==> config.mk <==
export PLATFORM = sky130hd
export DESIGN_NAME = pmic_interrupt_mask_bank
export DESIGN_NICKNAME = d
export VERILOG_FILES = /design/src/rtl/pmic_mask_pkg.sv /design/src/rtl/pmic_interrupt_mask_bank.sv /design/src/rtl/pin_edge_sync.sv
export SDC_FILE = /design/constraint.sdc
export NUM_CORES = 1
export LEC_CHECK = 0
export ABC_CLOCK_PERIOD_IN_PS = 2650
export BUFFER_PORTS_ARGS = -buffer_cell sky130_fd_sc_hd__buf_4
export CAP_MARGIN = 20
export CORE_MARGIN = 2
export CORE_UTILIZATION = 35
export DETAILED_ROUTE_END_ITERATION = 16
export GPL_TIMING_DRIVEN = 0
export PLACE_DENSITY = 0.68
export SYNTH_ARGS = -nofsm -noshare
export SYNTH_HDL_FRONTEND = slang
export SYNTH_SLANG_ARGS = --single-unit
export TNS_END_PERCENT = 10
==> constraint.sdc <==
create_clock -name I_SYS_CLK -period 2.65 [get_ports I_SYS_CLK]
set_input_delay 0.795 -clock I_SYS_CLK [delete_from_list [all_inputs] [get_ports I_SYS_CLK]]
set_output_delay 0.795 -clock I_SYS_CLK [all_outputs]
set_load 0.1 [all_outputs]
==> src/rtl/pmic_mask_pkg.sv <==
package pmic_mask_pkg;

    // register offsets
    localparam logic [7:0] ADDR_PIN_EDGE = 8'h51;
    localparam logic [7:0] ADDR_STARTUP = 8'h52;
    localparam logic [7:0] ADDR_MISC = 8'h53;
    localparam logic [7:0] ADDR_MODERATE = 8'h54;
    localparam logic [7:0] ADDR_SEQUENCER = 8'h56;

    // reset values of the mask registers
    localparam logic [7:0] RST_PIN_EDGE = 8'h00;
    localparam logic [7:0] RST_STARTUP = 8'h00;
    localparam logic [7:0] RST_MISC = 8'h00;
    localparam logic [7:0] RST_MODERATE = 8'h00;
    localparam logic [7:0] RST_SEQUENCER = 8'h00;

    // bits that hold a mask; reserved bits read zero
    localparam logic [7:0] RW_PIN_EDGE = 8'h1B;
    localparam logic [7:0] RW_STARTUP = 8'h32;
    localparam logic [7:0] RW_MISC = 8'h0B;
    localparam logic [7:0] RW_MODERATE = 8'hD6;
    localparam logic [7:0] RW_SEQUENCER = 8'hFF;

    // field positions, pin edge register
    localparam int B_PIN9_FALL = 0;
    localparam int B_PIN10_FALL = 1;
    localparam int B_PIN9_RISE = 3;
    localparam int B_PIN10_RISE = 4;
    // field positions, startup register
    localparam int B_ENABLE_EVT = 1;
    localparam int B_FIRST_SUPPLY = 4;
    localparam int B_ITEM_A = 5;
    // field positions, misc register
    localparam int B_SELFTEST_PASS = 0;
    localparam int B_EXT_CLOCK = 1;
    localparam int B_THERMAL_WARN = 3;
    // field positions, moderate error register
    localparam int B_SELFTEST_FAIL = 1;
    localparam int B_CFG_CRC = 2;
    localparam int B_SPMI_ERR = 4;
    localparam int B_IRQ_PIN_RB = 6;
    localparam int B_RSTOUT_RB = 7;

    // pin indices and synchroniser depth
    localparam int NUM_PINS = 2;
    localparam int PIN9 = 0;
    localparam int PIN10 = 1;
    localparam logic [2:0] SYNC_FILL = 3'h3;
    localparam logic [2:0] SYNC_SETTLED = 3'h4;

    typedef struct packed {
        logic [7:0] pin_edge;
        logic [7:0] startup;
        logic [7:0] misc;
        logic [7:0] moderate;
        logic [7:0] sequencer;
    } masks_t;

    typedef struct packed {
        logic rd;
        logic wr;
        logic [7:0] addr;
        logic [7:0] wdata;
    } reg_req_t;

    typedef struct packed {
        logic soft_reboot;
        logic first_supply;
        logic enable_evt;
        logic thermal_warn;
        logic ext_clock;
        logic selftest_pass;
        logic rstout_rb;
        logic irq_pin_rb;
        logic spmi_err;
        logic cfg_crc_err;
        logic selftest_fail;
    } src_evt_t;

    typedef struct packed {
        logic pin10_rise;
        logic pin9_rise;
        logic pin10_fall;
        logic pin9_fall;
        src_evt_t src;
    } irq_t;

    typedef struct packed {
        logic s1;
        logic s2;
        logic s3;
        logic [2:0] fill;
        logic level;
        logic rise;
        logic fall;
    } sync_t;

    typedef struct packed {
        masks_t masks;
        logic [7:0] rdata;
        irq_t irq;
    } bank_t;

endpackage : pmic_mask_pkg

==> src/rtl/pmic_interrupt_mask_bank.sv <==
`timescale 1ns/1ns
// Summary of operation
// - pin 10 rising edge interrupt blocked when bit 4 set, passed when clear
// - pin 9 rising edge interrupt blocked when bit 3 set, passed when clear
// - pin 10 falling edge interrupt blocked when bit 1 set
// - pin 9 falling edge interrupt blocked when bit 0 set
// - pin edge masks never affect the live pin level status
// - soft reboot interrupt blocked by startup mask bit 5
// - first supply detection interrupt blocked by startup mask bit 4
// - enable input interrupt blocked by startup mask bit 1
// - thermal warning interrupt blocked by misc mask bit 3
// - external clock interrupt blocked by misc mask bit 1
// - self-test pass interrupt blocked by misc mask bit 0
// - reset output readback interrupt blocked by moderate mask bit 7
// - interrupt pin readback interrupt blocked by moderate mask bit 6
// - SPMI error interrupt blocked by moderate mask bit 4
// - config CRC error interrupt blocked by moderate mask bit 2
// - self-test fail interrupt blocked by moderate mask bit 1
// - masks reset to 0x00, then take defaults from non-volatile memory
module pmic_interrupt_mask_bank (
    input wire logic I_SYS_CLK,
    input wire logic I_RST_B,
    input wire pmic_mask_pkg::reg_req_t I_REG,
    output logic [7:0] O_REG_RDATA,
    input wire logic I_NVM_LOAD,
    input wire pmic_mask_pkg::masks_t I_NVM_DFLT,
    input wire logic [1:0] I_PIN,
    input wire pmic_mask_pkg::src_evt_t I_EVT,
    output pmic_mask_pkg::irq_t O_IRQ,
    output logic [1:0] O_PIN_LEVEL,
    output pmic_mask_pkg::masks_t O_MASKS
);

    pmic_mask_pkg::bank_t st;
    pmic_mask_pkg::bank_t next_st;
    logic [pmic_mask_pkg::NUM_PINS-1:0] rise;
    logic [pmic_mask_pkg::NUM_PINS-1:0] fall;
    logic [pmic_mask_pkg::NUM_PINS-1:0] level;

    // one synchroniser and edge finder per pin
    genvar g;
    generate
        for (g = 0; g < pmic_mask_pkg::NUM_PINS; g++) begin : g_pin
            pin_edge_sync u_sync (
                .i_clk(I_SYS_CLK),
                .i_rst_b(I_RST_B),
                .i_pin(I_PIN[g]),
                .o_level(level[g]),
                .o_rise(rise[g]),
                .o_fall(fall[g])
            );
        end
    endgenerate

    // read decode; unmapped offsets return zero
    function automatic logic [7:0] read_mux(
        input pmic_mask_pkg::masks_t m,
        input logic [7:0] addr
    );
        logic [7:0] d;
        d = 8'h00;
        case (addr)
            pmic_mask_pkg::ADDR_PIN_EDGE: d = m.pin_edge;
            pmic_mask_pkg::ADDR_STARTUP: d = m.startup;
            pmic_mask_pkg::ADDR_MISC: d = m.misc;
            pmic_mask_pkg::ADDR_MODERATE: d = m.moderate;
            pmic_mask_pkg::ADDR_SEQUENCER: d = m.sequencer;
            default: d = 8'h00;
        endcase
        return d;
    endfunction : read_mux

    // register writes, defaults load, read data and event gating
    always_comb begin
        next_st = st;
        if (I_REG.wr) begin
            case (I_REG.addr)
                pmic_mask_pkg::ADDR_PIN_EDGE: begin
                    next_st.masks.pin_edge =
                        I_REG.wdata & pmic_mask_pkg::RW_PIN_EDGE;
                end
                pmic_mask_pkg::ADDR_STARTUP: begin
                    next_st.masks.startup =
                        I_REG.wdata & pmic_mask_pkg::RW_STARTUP;
                end
                pmic_mask_pkg::ADDR_MISC: begin
                    next_st.masks.misc =
                        I_REG.wdata & pmic_mask_pkg::RW_MISC;
                end
                pmic_mask_pkg::ADDR_MODERATE: begin
                    next_st.masks.moderate =
                        I_REG.wdata & pmic_mask_pkg::RW_MODERATE;
                end
                pmic_mask_pkg::ADDR_SEQUENCER: begin
                    next_st.masks.sequencer =
                        I_REG.wdata & pmic_mask_pkg::RW_SEQUENCER;
                end
                default: begin
                end
            endcase
        end
        // defaults from non-volatile memory win over a write
        if (I_NVM_LOAD) begin
            next_st.masks.pin_edge =
                I_NVM_DFLT.pin_edge & pmic_mask_pkg::RW_PIN_EDGE;
            next_st.masks.startup =
                I_NVM_DFLT.startup & pmic_mask_pkg::RW_STARTUP;
            next_st.masks.misc = I_NVM_DFLT.misc & pmic_mask_pkg::RW_MISC;
            next_st.masks.moderate =
                I_NVM_DFLT.moderate & pmic_mask_pkg::RW_MODERATE;
            next_st.masks.sequencer =
                I_NVM_DFLT.sequencer & pmic_mask_pkg::RW_SEQUENCER;
        end
        if (I_REG.rd) begin
            next_st.rdata = read_mux(st.masks, I_REG.addr);
        end
        // pin edges: 1 blocks, 0 passes
        next_st.irq.pin10_rise = rise[pmic_mask_pkg::PIN10]
            & ~st.masks.pin_edge[pmic_mask_pkg::B_PIN10_RISE];
        next_st.irq.pin9_rise = rise[pmic_mask_pkg::PIN9]
            & ~st.masks.pin_edge[pmic_mask_pkg::B_PIN9_RISE];
        next_st.irq.pin10_fall = fall[pmic_mask_pkg::PIN10]
            & ~st.masks.pin_edge[pmic_mask_pkg::B_PIN10_FALL];
        next_st.irq.pin9_fall = fall[pmic_mask_pkg::PIN9]
            & ~st.masks.pin_edge[pmic_mask_pkg::B_PIN9_FALL];
        // startup events
        next_st.irq.src.soft_reboot = I_EVT.soft_reboot
            & ~st.masks.startup[pmic_mask_pkg::B_ITEM_A];
        next_st.irq.src.first_supply = I_EVT.first_supply
            & ~st.masks.startup[pmic_mask_pkg::B_FIRST_SUPPLY];
        next_st.irq.src.enable_evt = I_EVT.enable_evt
            & ~st.masks.startup[pmic_mask_pkg::B_ENABLE_EVT];
        // miscellaneous events
        next_st.irq.src.thermal_warn = I_EVT.thermal_warn
            & ~st.masks.misc[pmic_mask_pkg::B_THERMAL_WARN];
        next_st.irq.src.ext_clock = I_EVT.ext_clock
            & ~st.masks.misc[pmic_mask_pkg::B_EXT_CLOCK];
        next_st.irq.src.selftest_pass = I_EVT.selftest_pass
            & ~st.masks.misc[pmic_mask_pkg::B_SELFTEST_PASS];
        // moderate error events
        next_st.irq.src.rstout_rb = I_EVT.rstout_rb
            & ~st.masks.moderate[pmic_mask_pkg::B_RSTOUT_RB];
        next_st.irq.src.irq_pin_rb = I_EVT.irq_pin_rb
            & ~st.masks.moderate[pmic_mask_pkg::B_IRQ_PIN_RB];
        next_st.irq.src.spmi_err = I_EVT.spmi_err
            & ~st.masks.moderate[pmic_mask_pkg::B_SPMI_ERR];
        next_st.irq.src.cfg_crc_err = I_EVT.cfg_crc_err
            & ~st.masks.moderate[pmic_mask_pkg::B_CFG_CRC];
        next_st.irq.src.selftest_fail = I_EVT.selftest_fail
            & ~st.masks.moderate[pmic_mask_pkg::B_SELFTEST_FAIL];
    end

    // state register, documented reset values
    always_ff @(posedge I_SYS_CLK or negedge I_RST_B) begin
        if (!I_RST_B) begin
            st.masks.pin_edge <= pmic_mask_pkg::RST_PIN_EDGE;
            st.masks.startup <= pmic_mask_pkg::RST_STARTUP;
            st.masks.misc <= pmic_mask_pkg::RST_MISC;
            st.masks.moderate <= pmic_mask_pkg::RST_MODERATE;
            st.masks.sequencer <= pmic_mask_pkg::RST_SEQUENCER;
            st.rdata <= 8'h00;
            st.irq <= '0;
        end else begin
            st <= next_st;
        end
    end

    // outputs straight from flops; level ignores every mask
    assign O_REG_RDATA = st.rdata;
    assign O_IRQ = st.irq;
    assign O_MASKS = st.masks;
    assign O_PIN_LEVEL = level;
endmodule : pmic_interrupt_mask_bank

==> src/rtl/pin_edge_sync.sv <==
`timescale 1ns/1ns
module pin_edge_sync (
    input wire logic i_clk,
    input wire logic i_rst_b,
    input wire logic i_pin,
    output logic o_level,
    output logic o_rise,
    output logic o_fall
);

    pmic_mask_pkg::sync_t st;
    pmic_mask_pkg::sync_t next_st;

    // three-stage sync; level moves once stages two and three agree
    always_comb begin
        next_st = st;
        next_st.s1 = i_pin;
        next_st.s2 = st.s1;
        next_st.s3 = st.s2;
        next_st.rise = 1'b0;
        next_st.fall = 1'b0;
        // count the fill; settled code marks the first level taken
        if (st.fill < pmic_mask_pkg::SYNC_FILL) begin
            next_st.fill = st.fill + 3'h1;
        end
        if (st.fill >= pmic_mask_pkg::SYNC_FILL && (st.s2 == st.s3)) begin
            next_st.level = st.s3;
            next_st.fill = pmic_mask_pkg::SYNC_SETTLED;
            // no edge on the very first settle after reset
            if (st.fill == pmic_mask_pkg::SYNC_SETTLED
                && st.s3 != st.level) begin
                next_st.rise = st.s3;
                next_st.fall = ~st.s3;
            end
        end
    end

    always_ff @(posedge i_clk or negedge i_rst_b) begin
        if (!i_rst_b) begin
            st <= '0;
        end else begin
            st <= next_st;
        end
    end

    assign o_level = st.level;
    assign o_rise = st.rise;
    assign o_fall = st.fall;

endmodule : pin_edge_sync

# Yosys cells after proc, flatten, opt, wreduce, memory -nomap -nowiden
# Cells that the tools add are included.
# totals
mem_bits_rw	0
romBits	0
ff_bits	81
out_inout_bits	65
memories	0
latchBits	0
inputBits	74
# op_classes
eq_ne	11
n_bitwise	32
n_reduce_logical	17
div_mod_pow	0
mul	0
n_shift	0
addsub	2
n_mux	14
n_lt_le_gt_ge	4
# op_table
op	count
$mux 40	2
$eq 8x7->1 const B	5
$mux 8	5
$pmux 8 s5	1
$not 1->1	17
$reduce_bool 2->1	8
$and 1x1->1	15
$mux 6	2
$reduce_and 2->1	5
$add 3x1->3 const B	2
$eq 3x3->1 const B	2
$ge 3x2->1 const B	2
$lt 3x2->1 const B	2
$mux 3	2
$logic_and 1x1->1	4
$mux 2	2
$eq 1x1->1	2
$ne 1x1->1	2

# Depth between registers and ports, before layout
# Gate-level depths: netlist of run 1.
# logic_depth
ltp_word	4
ltp_mapped	6
depth_no_buf	6

# Modules after synthesis
# From an unflattened synthesis of run 1, not the netlist that was laid out.
# hier_totals
cells_unflattened	257
hier_area_um2	3129.3
# by_module_without_submodules
mod	n_inst	area_per_inst_um2	cells_each	seq_area_each_um2
pmic_interrupt_mask_bank	1	2336.0	187	1151.1
pin_edge_sync	2	396.6	35	225.2

# Worst setup path before layout of run 1
# No wires, ideal clock.
# synth_timing
path_type	input to register
start	in I_REG[15] (netlist bit)
end	reg st (netlist bit O_MASKS[28])
path_stages	5
path_slack_ps	574
n_path_buf	1
t_arrival_ps	1951
cell_sequence	and3b_1 -> buf_2 -> and4b_1 -> mux2_2 -> mux2_2
# synth_between
elab_chain_cells	3
# synth_rtl
item	line_no	source
start, declared	pmic_interrupt_mask_bank.sv:23	input wire pmic_mask_pkg::reg_req_t I_REG,
$eq 8x7->1	pmic_interrupt_mask_bank.sv:77	case (I_REG.addr)
$reduce_bool 2->1 (no line)	--	
$reduce_and 2->1 (no line)	--	
end signal, assigned	pmic_interrupt_mask_bank.sv:164	st <= next_st;
end, declared	pmic_interrupt_mask_bank.sv:34	pmic_mask_pkg::bank_t st;
# Every way passes these cells.
# A chain may end at the register's enable or synchronous reset.

# Worst setup path after layout of run 1
# Same ends and word-level chain as after synthesis.

==> results of run 1 <==
==> logic make-up (layout without fill, tap and decap cells) <==
kind of cell / after synthesis / in the layout / synth area share
buffers and inverters: 33 / 151 / 0.0659
muxes: 53 / 53 / 0.190
DFF: 64 / 64 / 0.515
adders and majority gates: 6 / 6 / 0.0241
xor gates and xnor gates: 2 / 2 / 0.00563
and+or+nand+nor: 58 / 58 / 0.125
other: 1 / 17 / 0.00121
AOI/OAI and AO/OA: 34 / 34 / 0.0736
==> layout make-up <==
class / count / area (sq um)
repair buffers: 103 / 773
inverters: 8 / 30.0
clock buffers: 11 / 151
fillers: 807 / 4390
plain buffers: 25 / 175
multi-input cells: 170 / 1370
clock inverters: 4 / 53.8
flip-flops and latches: 64 / 1600
well taps: 108 / 135
==> metrics by stage <==
| step | hold WS (ps) | instance area (sq um) | total power [uW] |
|---|---|---|---|
| 6_report | 352 | 4290 | 2870 |
| 2_1_floorplan | 331 | 3170 | 1800 |
| 5_1_grt | 368 | 4290 | 3000 |
| 3_3_place_gp | 334 | 4080 | 2020 |
| 4_1_cts | 355 | 4290 | 2910 |
| 3_5_place_dp | 339 | 4080 | 2030 |
==> critical path, stage by stage <==
cell and delay, ps:
buf_4 100, and3b_1 200, buf_2 180, and4b_1 350, mux2_2 370, mux2_2 260
==> worst min path at each step <==
stage	endpoint	startpoint	slack, ps	depth (start not counted)
after floorplan	g_pin[0].u_sync.next_st[6]$_DFF_PN0_	g_pin[0].u_sync.next_st[7]$_DFF_PN0_	330	0
after global placement	g_pin[1].u_sync.next_st[6]$_DFF_PN0_	g_pin[1].u_sync.next_st[7]$_DFF_PN0_	330	0
after detailed placement	g_pin[1].u_sync.next_st[6]$_DFF_PN0_	g_pin[1].u_sync.next_st[7]$_DFF_PN0_	340	0
after CTS	g_pin[1].u_sync.next_st[6]$_DFF_PN0_	g_pin[1].u_sync.next_st[7]$_DFF_PN0_	360	0
after global routing	g_pin[0].u_sync.next_st[6]$_DFF_PN0_	g_pin[0].u_sync.next_st[7]$_DFF_PN0_	370	0
final	g_pin[1].u_sync.next_st[6]$_DFF_PN0_	g_pin[1].u_sync.next_st[7]$_DFF_PN0_	350	0
==> per-layer routing <==
metal,routed length [um],up-vias,GRT usage
li1,-,1127,-
met1,3170,1146,0.198
met2,3770,73,0.256
met3,504,8,0.0551
met4,53,0,0.0400
met5,0,-,0
==> power by group through the flow <==
stage | logic (uW) | registers, uW | clock network (uW)
after floorplan | 306 | 1490 | 0
after global placement | 898 | 1120 | 0
after detailed placement | 907 | 1130 | 0
after CTS | 909 | 1110 | 893
after global routing | 941 | 1120 | 939
final | 904 | 1110 | 860
==> layout by cell type (no fill, tap or decap), types with 3 or more instances in the layout <==
cell type,netlist,routed
buf_4,19,122
conb_1,1,17
ha_1,6,6
mux2i_1,4,4
a22oi_1,3,3
nor2_1,9,9
inv_1,7,7
o21ai_0,9,9
a211oi_1,4,4
and3b_1,4,4
clkbuf_8,0,11
mux2_2,47,47
a21oi_1,6,6
nor2b_1,17,17
nand2_1,8,8
dfrtp_1,64,64
o2bb2ai_1,7,7
==> sequential cells by signal, indices dropped and copies added, names as in the netlist <==
signal                cells
g_pin.u_sync.o_level      2
O_MASKS                  23
O_IRQ                    15
g_pin.u_sync.next_st      4
g_pin.u_sync.st           8
O_REG_RDATA               8
g_pin.u_sync.o_fall       2
g_pin.u_sync.o_rise       2
==> metrics.md, run 1 <==
| Metric | Value |
|---|---|
| Share of post-route cells with drive strength above 1 | 0.506 |
| CTS root buffer | clkbuf_8 |
| Skew final | approximately 11 ps |
| CP startpoint | I_REG[15] |
| # setup viols final | 0 |
| Setup TNS | 0 ps |
| Via count | roughly 2,400 |
| Synthesis-to-finish area growth | 37.7% |
| Crit path kind | input port to register |
| Gate Count Post-Synth | between 200 and 300 |
| Worst min-delay path category | register to register |
| Max frequency | around 490 MHz |
| FP Rows | 34 |
| DR WL/cell | approximately 15 um |
| Peak supply drop | about 0.4 mV |
| Final WL | between 7000 and 8000 um |
| Worst-Skew Late Latency | ~340 ps |
| Aggregate global-route resource usage | 0.156 |
| Nature of the critical path endpoint | register |
| Distinct cells, synth | 45 |
| Final Hold Violating Endpoints | 0 |
| YS warnings | 0 |
| EDFF count, synth | 0 |
| Initial antenna violation count | 0 |
| Yosys top cell by area | dfrtp_1 |
| DIE HEIGHT | around 98 um |
| Net switching power | ~1100 uW |
| Syn avg cell area | 12.4 sq um |
| Post-synthesis sequential area ratio | 0.515 |
| ANT cells | 0 |
| CTS Buf Count | 9 |
| Clock buffer depth | 2 |
| CP Data Arrival Time | ~2300 ps |
| CP required | about 2900 ps |
| Hold buffers post-CTS | 0 |
| Comb power frac | 0.315 |
| Worst r2r src | g_pin[0].u_sync.st[3]$_DFFE_PN0P_ |
| Antenna-violating nets left | 0 |
| Die W | about 98 um |
| Synth top cells by count | 64 x dfrtp_1, 47 x mux2_2, 19 x buf_4, 17 x nor2b_1 |
| IO Port Bufs | a little over 100 |
| Top cells by area, synth | dfrtp_1 51%, mux2_2 17%, buf_4 4.6% |
| RSZ-0062 raised after global routing | no |
| Yosys reg bits | 64 |
| Top cell type's share of synthesized area | 0.515 |
| Asr flop ratio synth | 1.00 |
| Grt total ovfl | 0 |
| Post-CTS Repair Setup Buffers | 0 |
| Nets | roughly 460 |
| Net Sw Frac | 0.383 |
| Clock period minus worst slack | 2050 ps |
| Seq pwr share | 0.386 |
| R2R setup slack | ~860 ps |
| Worst-margin pin slew | roughly 820 ps |
| R2R cell count | 5 |
| Clock slew at reported path FFs | around 70 ps |
| Clock sink total | 64 |
| Leakage | approximately 0.0021 uW |
| Worst slew margin | 0.452 |
| CTS H-tree lvls | 3 |
| Io pins | 139 |
| Largest net degree at the start of global routing | 65 |
| Worst setup path endpoint | O_MASKS[28]$_DFFE_PN0P_ |
| Clock power share | 0.300 |
| Initial core utilization | 0.359 |
| Final HPWL DP | 5580 um |
| Max-capacitance violation count | 0 |
| Iteration-0 DRC Markers | 58 |
| Critical Path Fanout Max | 6 |
| Status | completed |
| Worst setup margin | between 600 and 700 ps |
| Top-count cell post-synth | dfrtp_1 |
| DRC Markers | 0 |
| Post-Route Utilization | 0.494 |
| Final period util | 0.773 |
| Pre-CTS setup slack | between 200 and 300 ps |
| Vias in the first global route | 2,294 |
| Non-Filler Instances | roughly 490 |
| Core ar. | approximately 8700 sq um |
| CTS tree | built |
| Internal | roughly 1800 uW |
| Placed cells | 478 |
| Main synth FF type | dfrtp_1 |
| Total Die Area | between 9000 and 10,000 sq um |
| Final Wtd Congestion | between 0.8 and 0.9 |
| First drt pass iteration count | 4 |
| Pwr dens | 670 nW/um^2 |
| Fin. max-slew vios | 0 |
| Reg-to-Reg End | g_pin[0].u_sync.st[5]$_DFFE_PN0P_ |
| Via density | between 4 and 5 |
| Cts repair resizes | 0 |
| Synthesized area | 3110 sq um |
| First-pass GRT wire length | 11,900 um |
| Crit start category | input port |
Power figures use the tool's default switching activity.
==> run 2, diff against run 1 <==
ABC_CLOCK_PERIOD_IN_PS = 1800   (was 2650)
PLACE_DENSITY = 0.71   (was 0.68)
clock period = 1.8 ns   (was 2.65 ns; I/O delays follow)
==> metrics.md, run 2 (synthesized netlist as in run 1, its figures left out) <==
| Metric | Value |
|---|---|
| CTS Buf Count | 9 (unchanged) |
| Clock period minus worst slack | about 1800 ps |
| DIE HEIGHT | 98.3 um (unchanged) |
| Via density | 4.70 (-1.6%) |
| Antenna-violating nets left | 0 (unchanged) |
| Final period util | 0.977 |
| Post-route design area | 4290 sq um (unchanged) |
| IO Port Bufs | 103 (unchanged) |
| Peak supply drop | 0.566 mV (+41%) |
| Iteration-0 DRC Markers | 70 (+21%) |
| Final Wtd Congestion | 0.891 (+5.7%) |
| ANT cells | 0 (unchanged) |
| Status | completed |
| DRC Markers | 0 (unchanged) |
| Fin. max-slew vios | 0 (unchanged) |
| Via count | 2,321 (-1.4%) |
| CTS root buffer | clkbuf_8 |
| Io pins | 139 (unchanged) |
| Top Layer Used | met4 |
| Final HPWL DP | 5620 um (+0.70%) |
| Post-CTS Repair Setup Buffers | 0 (unchanged) |
| Commonest non-fill, non-tap cell in the layout | buf_4 |
| Critical Path Fanout Max | 8 (+2) |
| CTS tree | built |
| DP Area | 4080 sq um (about the same) |
| Metal2 WL | 3880 um (+3.0%) |
| Commonest non-fill, non-tap cells in the layout | 122 x buf_4, 62 x dfrtp_1, 47 x mux2_2 |
| Skew final | 14.6 ps (+3.27 ps) |
| Largest net degree at the start of global routing | 65 (unchanged) |
| Initial antenna violation count | 0 (unchanged) |
| Pwr dens | 981 nW/um^2 (+46%) |
| Worst-margin pin slew | 834 ps (+12.0 ps) |
| Clock buffer depth | 2 (unchanged) |
| # setup viols final | 0 (unchanged) |
| Worst min-delay path category | input port to asynchronous set/reset pin |
| Max reg flops | 23 (unchanged) |
| Max frequency | 569 MHz |
| Synthesis-to-finish area growth | 37.7% (unchanged) |
| Total Die Area | 9660 sq um (unchanged) |
| First-pass GRT wire length | 12,100 um (+1.0%) |
| CP Data Arrival Time | 1970 ps (-290 ps) |
| Crit start category | input port |
| M1 wire length | 3180 um (+0.38%) |
| Hold buffers post-CTS | 0 (unchanged) |
| Grt total ovfl | 0 (unchanged) |
| CTS H-tree lvls | 3 (unchanged) |
| Die W | 98.3 um (unchanged) |
| RSZ-0062 raised after global routing | no |
| Worst slew margin | 0.444 (-0.00797) |
| Vias in the first global route | 2,382 (+3.8%) |
| Aggregate global-route resource usage | 0.157 (+0.000928) |
| Setup TNS | 0 ps (unchanged) |
| First drt pass iteration count | 6 (+2) |
| Final Hold Violating Endpoints | 0 (unchanged) |
| Worst-Skew Late Latency | 330 ps (about the same) |
| Nature of the critical path endpoint | register |
| DR WL/cell | 15.3 um (+0.85%) |
| FP Rows | 34 (unchanged) |
| Nets | 461 (unchanged) |
| CP required | 2010 ps (-850 ps) |
| Initial core utilization | 0.359 (unchanged) |
| Leakage | 0.00208 uW (about the same) |
| Core ar. | 8680 sq um (unchanged) |
| Clock slew at reported path FFs | 70 ps (about the same) |
| Met3 routed WL | 467 um (-7.3%) |
| Clock sink total | 64 (unchanged) |
| Max-capacitance violation count | 0 (unchanged) |
| Crit path kind | input port to register |
| Final WL | 7570 um (+1.1%) |
| Share of post-route cells with drive strength above 1 | 0.513 (+0.00646) |
-- run 2: critical path: stages --
cell     delay, ps
buf_4          140
nor3b_1        360
nand3_1        320
mux2_2         360
mux2_2         260
-- run 2: final timing paths --
kind                                                 startpoint                                   end  slack [ps]  cells after the start
min reg2reg                g_pin[0].u_sync.next_st[7]$_DFF_PN0_  g_pin[0].u_sync.next_st[6]$_DFF_PN0_         350                      0
max                                                    I_REG[9]               O_MASKS[35]$_DFFE_PN0P_          40                      5
max reg2reg                   g_pin[1].u_sync.st[3]$_DFFE_PN0P_   g_pin[1].u_sync.o_level$_DFFE_PN0P_         200                      6
min in group I_SYS_CLK                                 I_PIN[0]  g_pin[0].u_sync.next_st[7]$_DFF_PN0_         320                      1
min                                                     I_RST_B     g_pin[1].u_sync.st[4]$_DFFE_PN0P_         310                      1
max in group asynchronous                               I_RST_B                O_MASKS[5]$_DFFE_PN0P_         910                      1
-- run 2: timing repair --
action                                 CTS  global route
endpoints found under the hold margin    0             0
setup endpoints to repair                0             1
gates resized for setup                  0             1
-- run 2: layout make-up --
type	count	area, sq um
repair buffers	103	773
clock buffers	11	141
clock inverters	5	56.3
fillers	801	4390
inverters	8	30.0
flip-flops and latches	64	1600
multi-input cells	170	1370
plain buffers	25	175
well taps	108	135
-- run 2: layer usage --
| layer | up-vias | GRT usage |
|---|---|---|
| met5 | - | 0 |
| met2 | 67 | 0.264 |
| met3 | 5 | 0.0480 |
| met1 | 1130 | 0.200 |
| li1 | 1119 | - |
| met4 | 0 | 0.0369 |
-- run 2: power by group --
part	switching (uW)	internal [uW]
combinational	972	361
sequential	89.2	1540
clock	566	676
total	1630	2580
-- run 2: metrics by stage --
stage | worst slack [ps] | utilization | power [uW] | std cells | hold WS [ps]
final | 41.3 | 0.494 | 4200 | 494 | 312
after CTS | 70.1 | 0.493 | 4260 | 494 | 299
after global placement | -259 | 0.470 | 2980 | 478 | 333
after global routing | 8.00 | 0.494 | 4380 | 494 | 292
after floorplan | -21.9 | - | 2650 | 267 | 244
after detailed placement | -278 | 0.470 | 2990 | 478 | 340
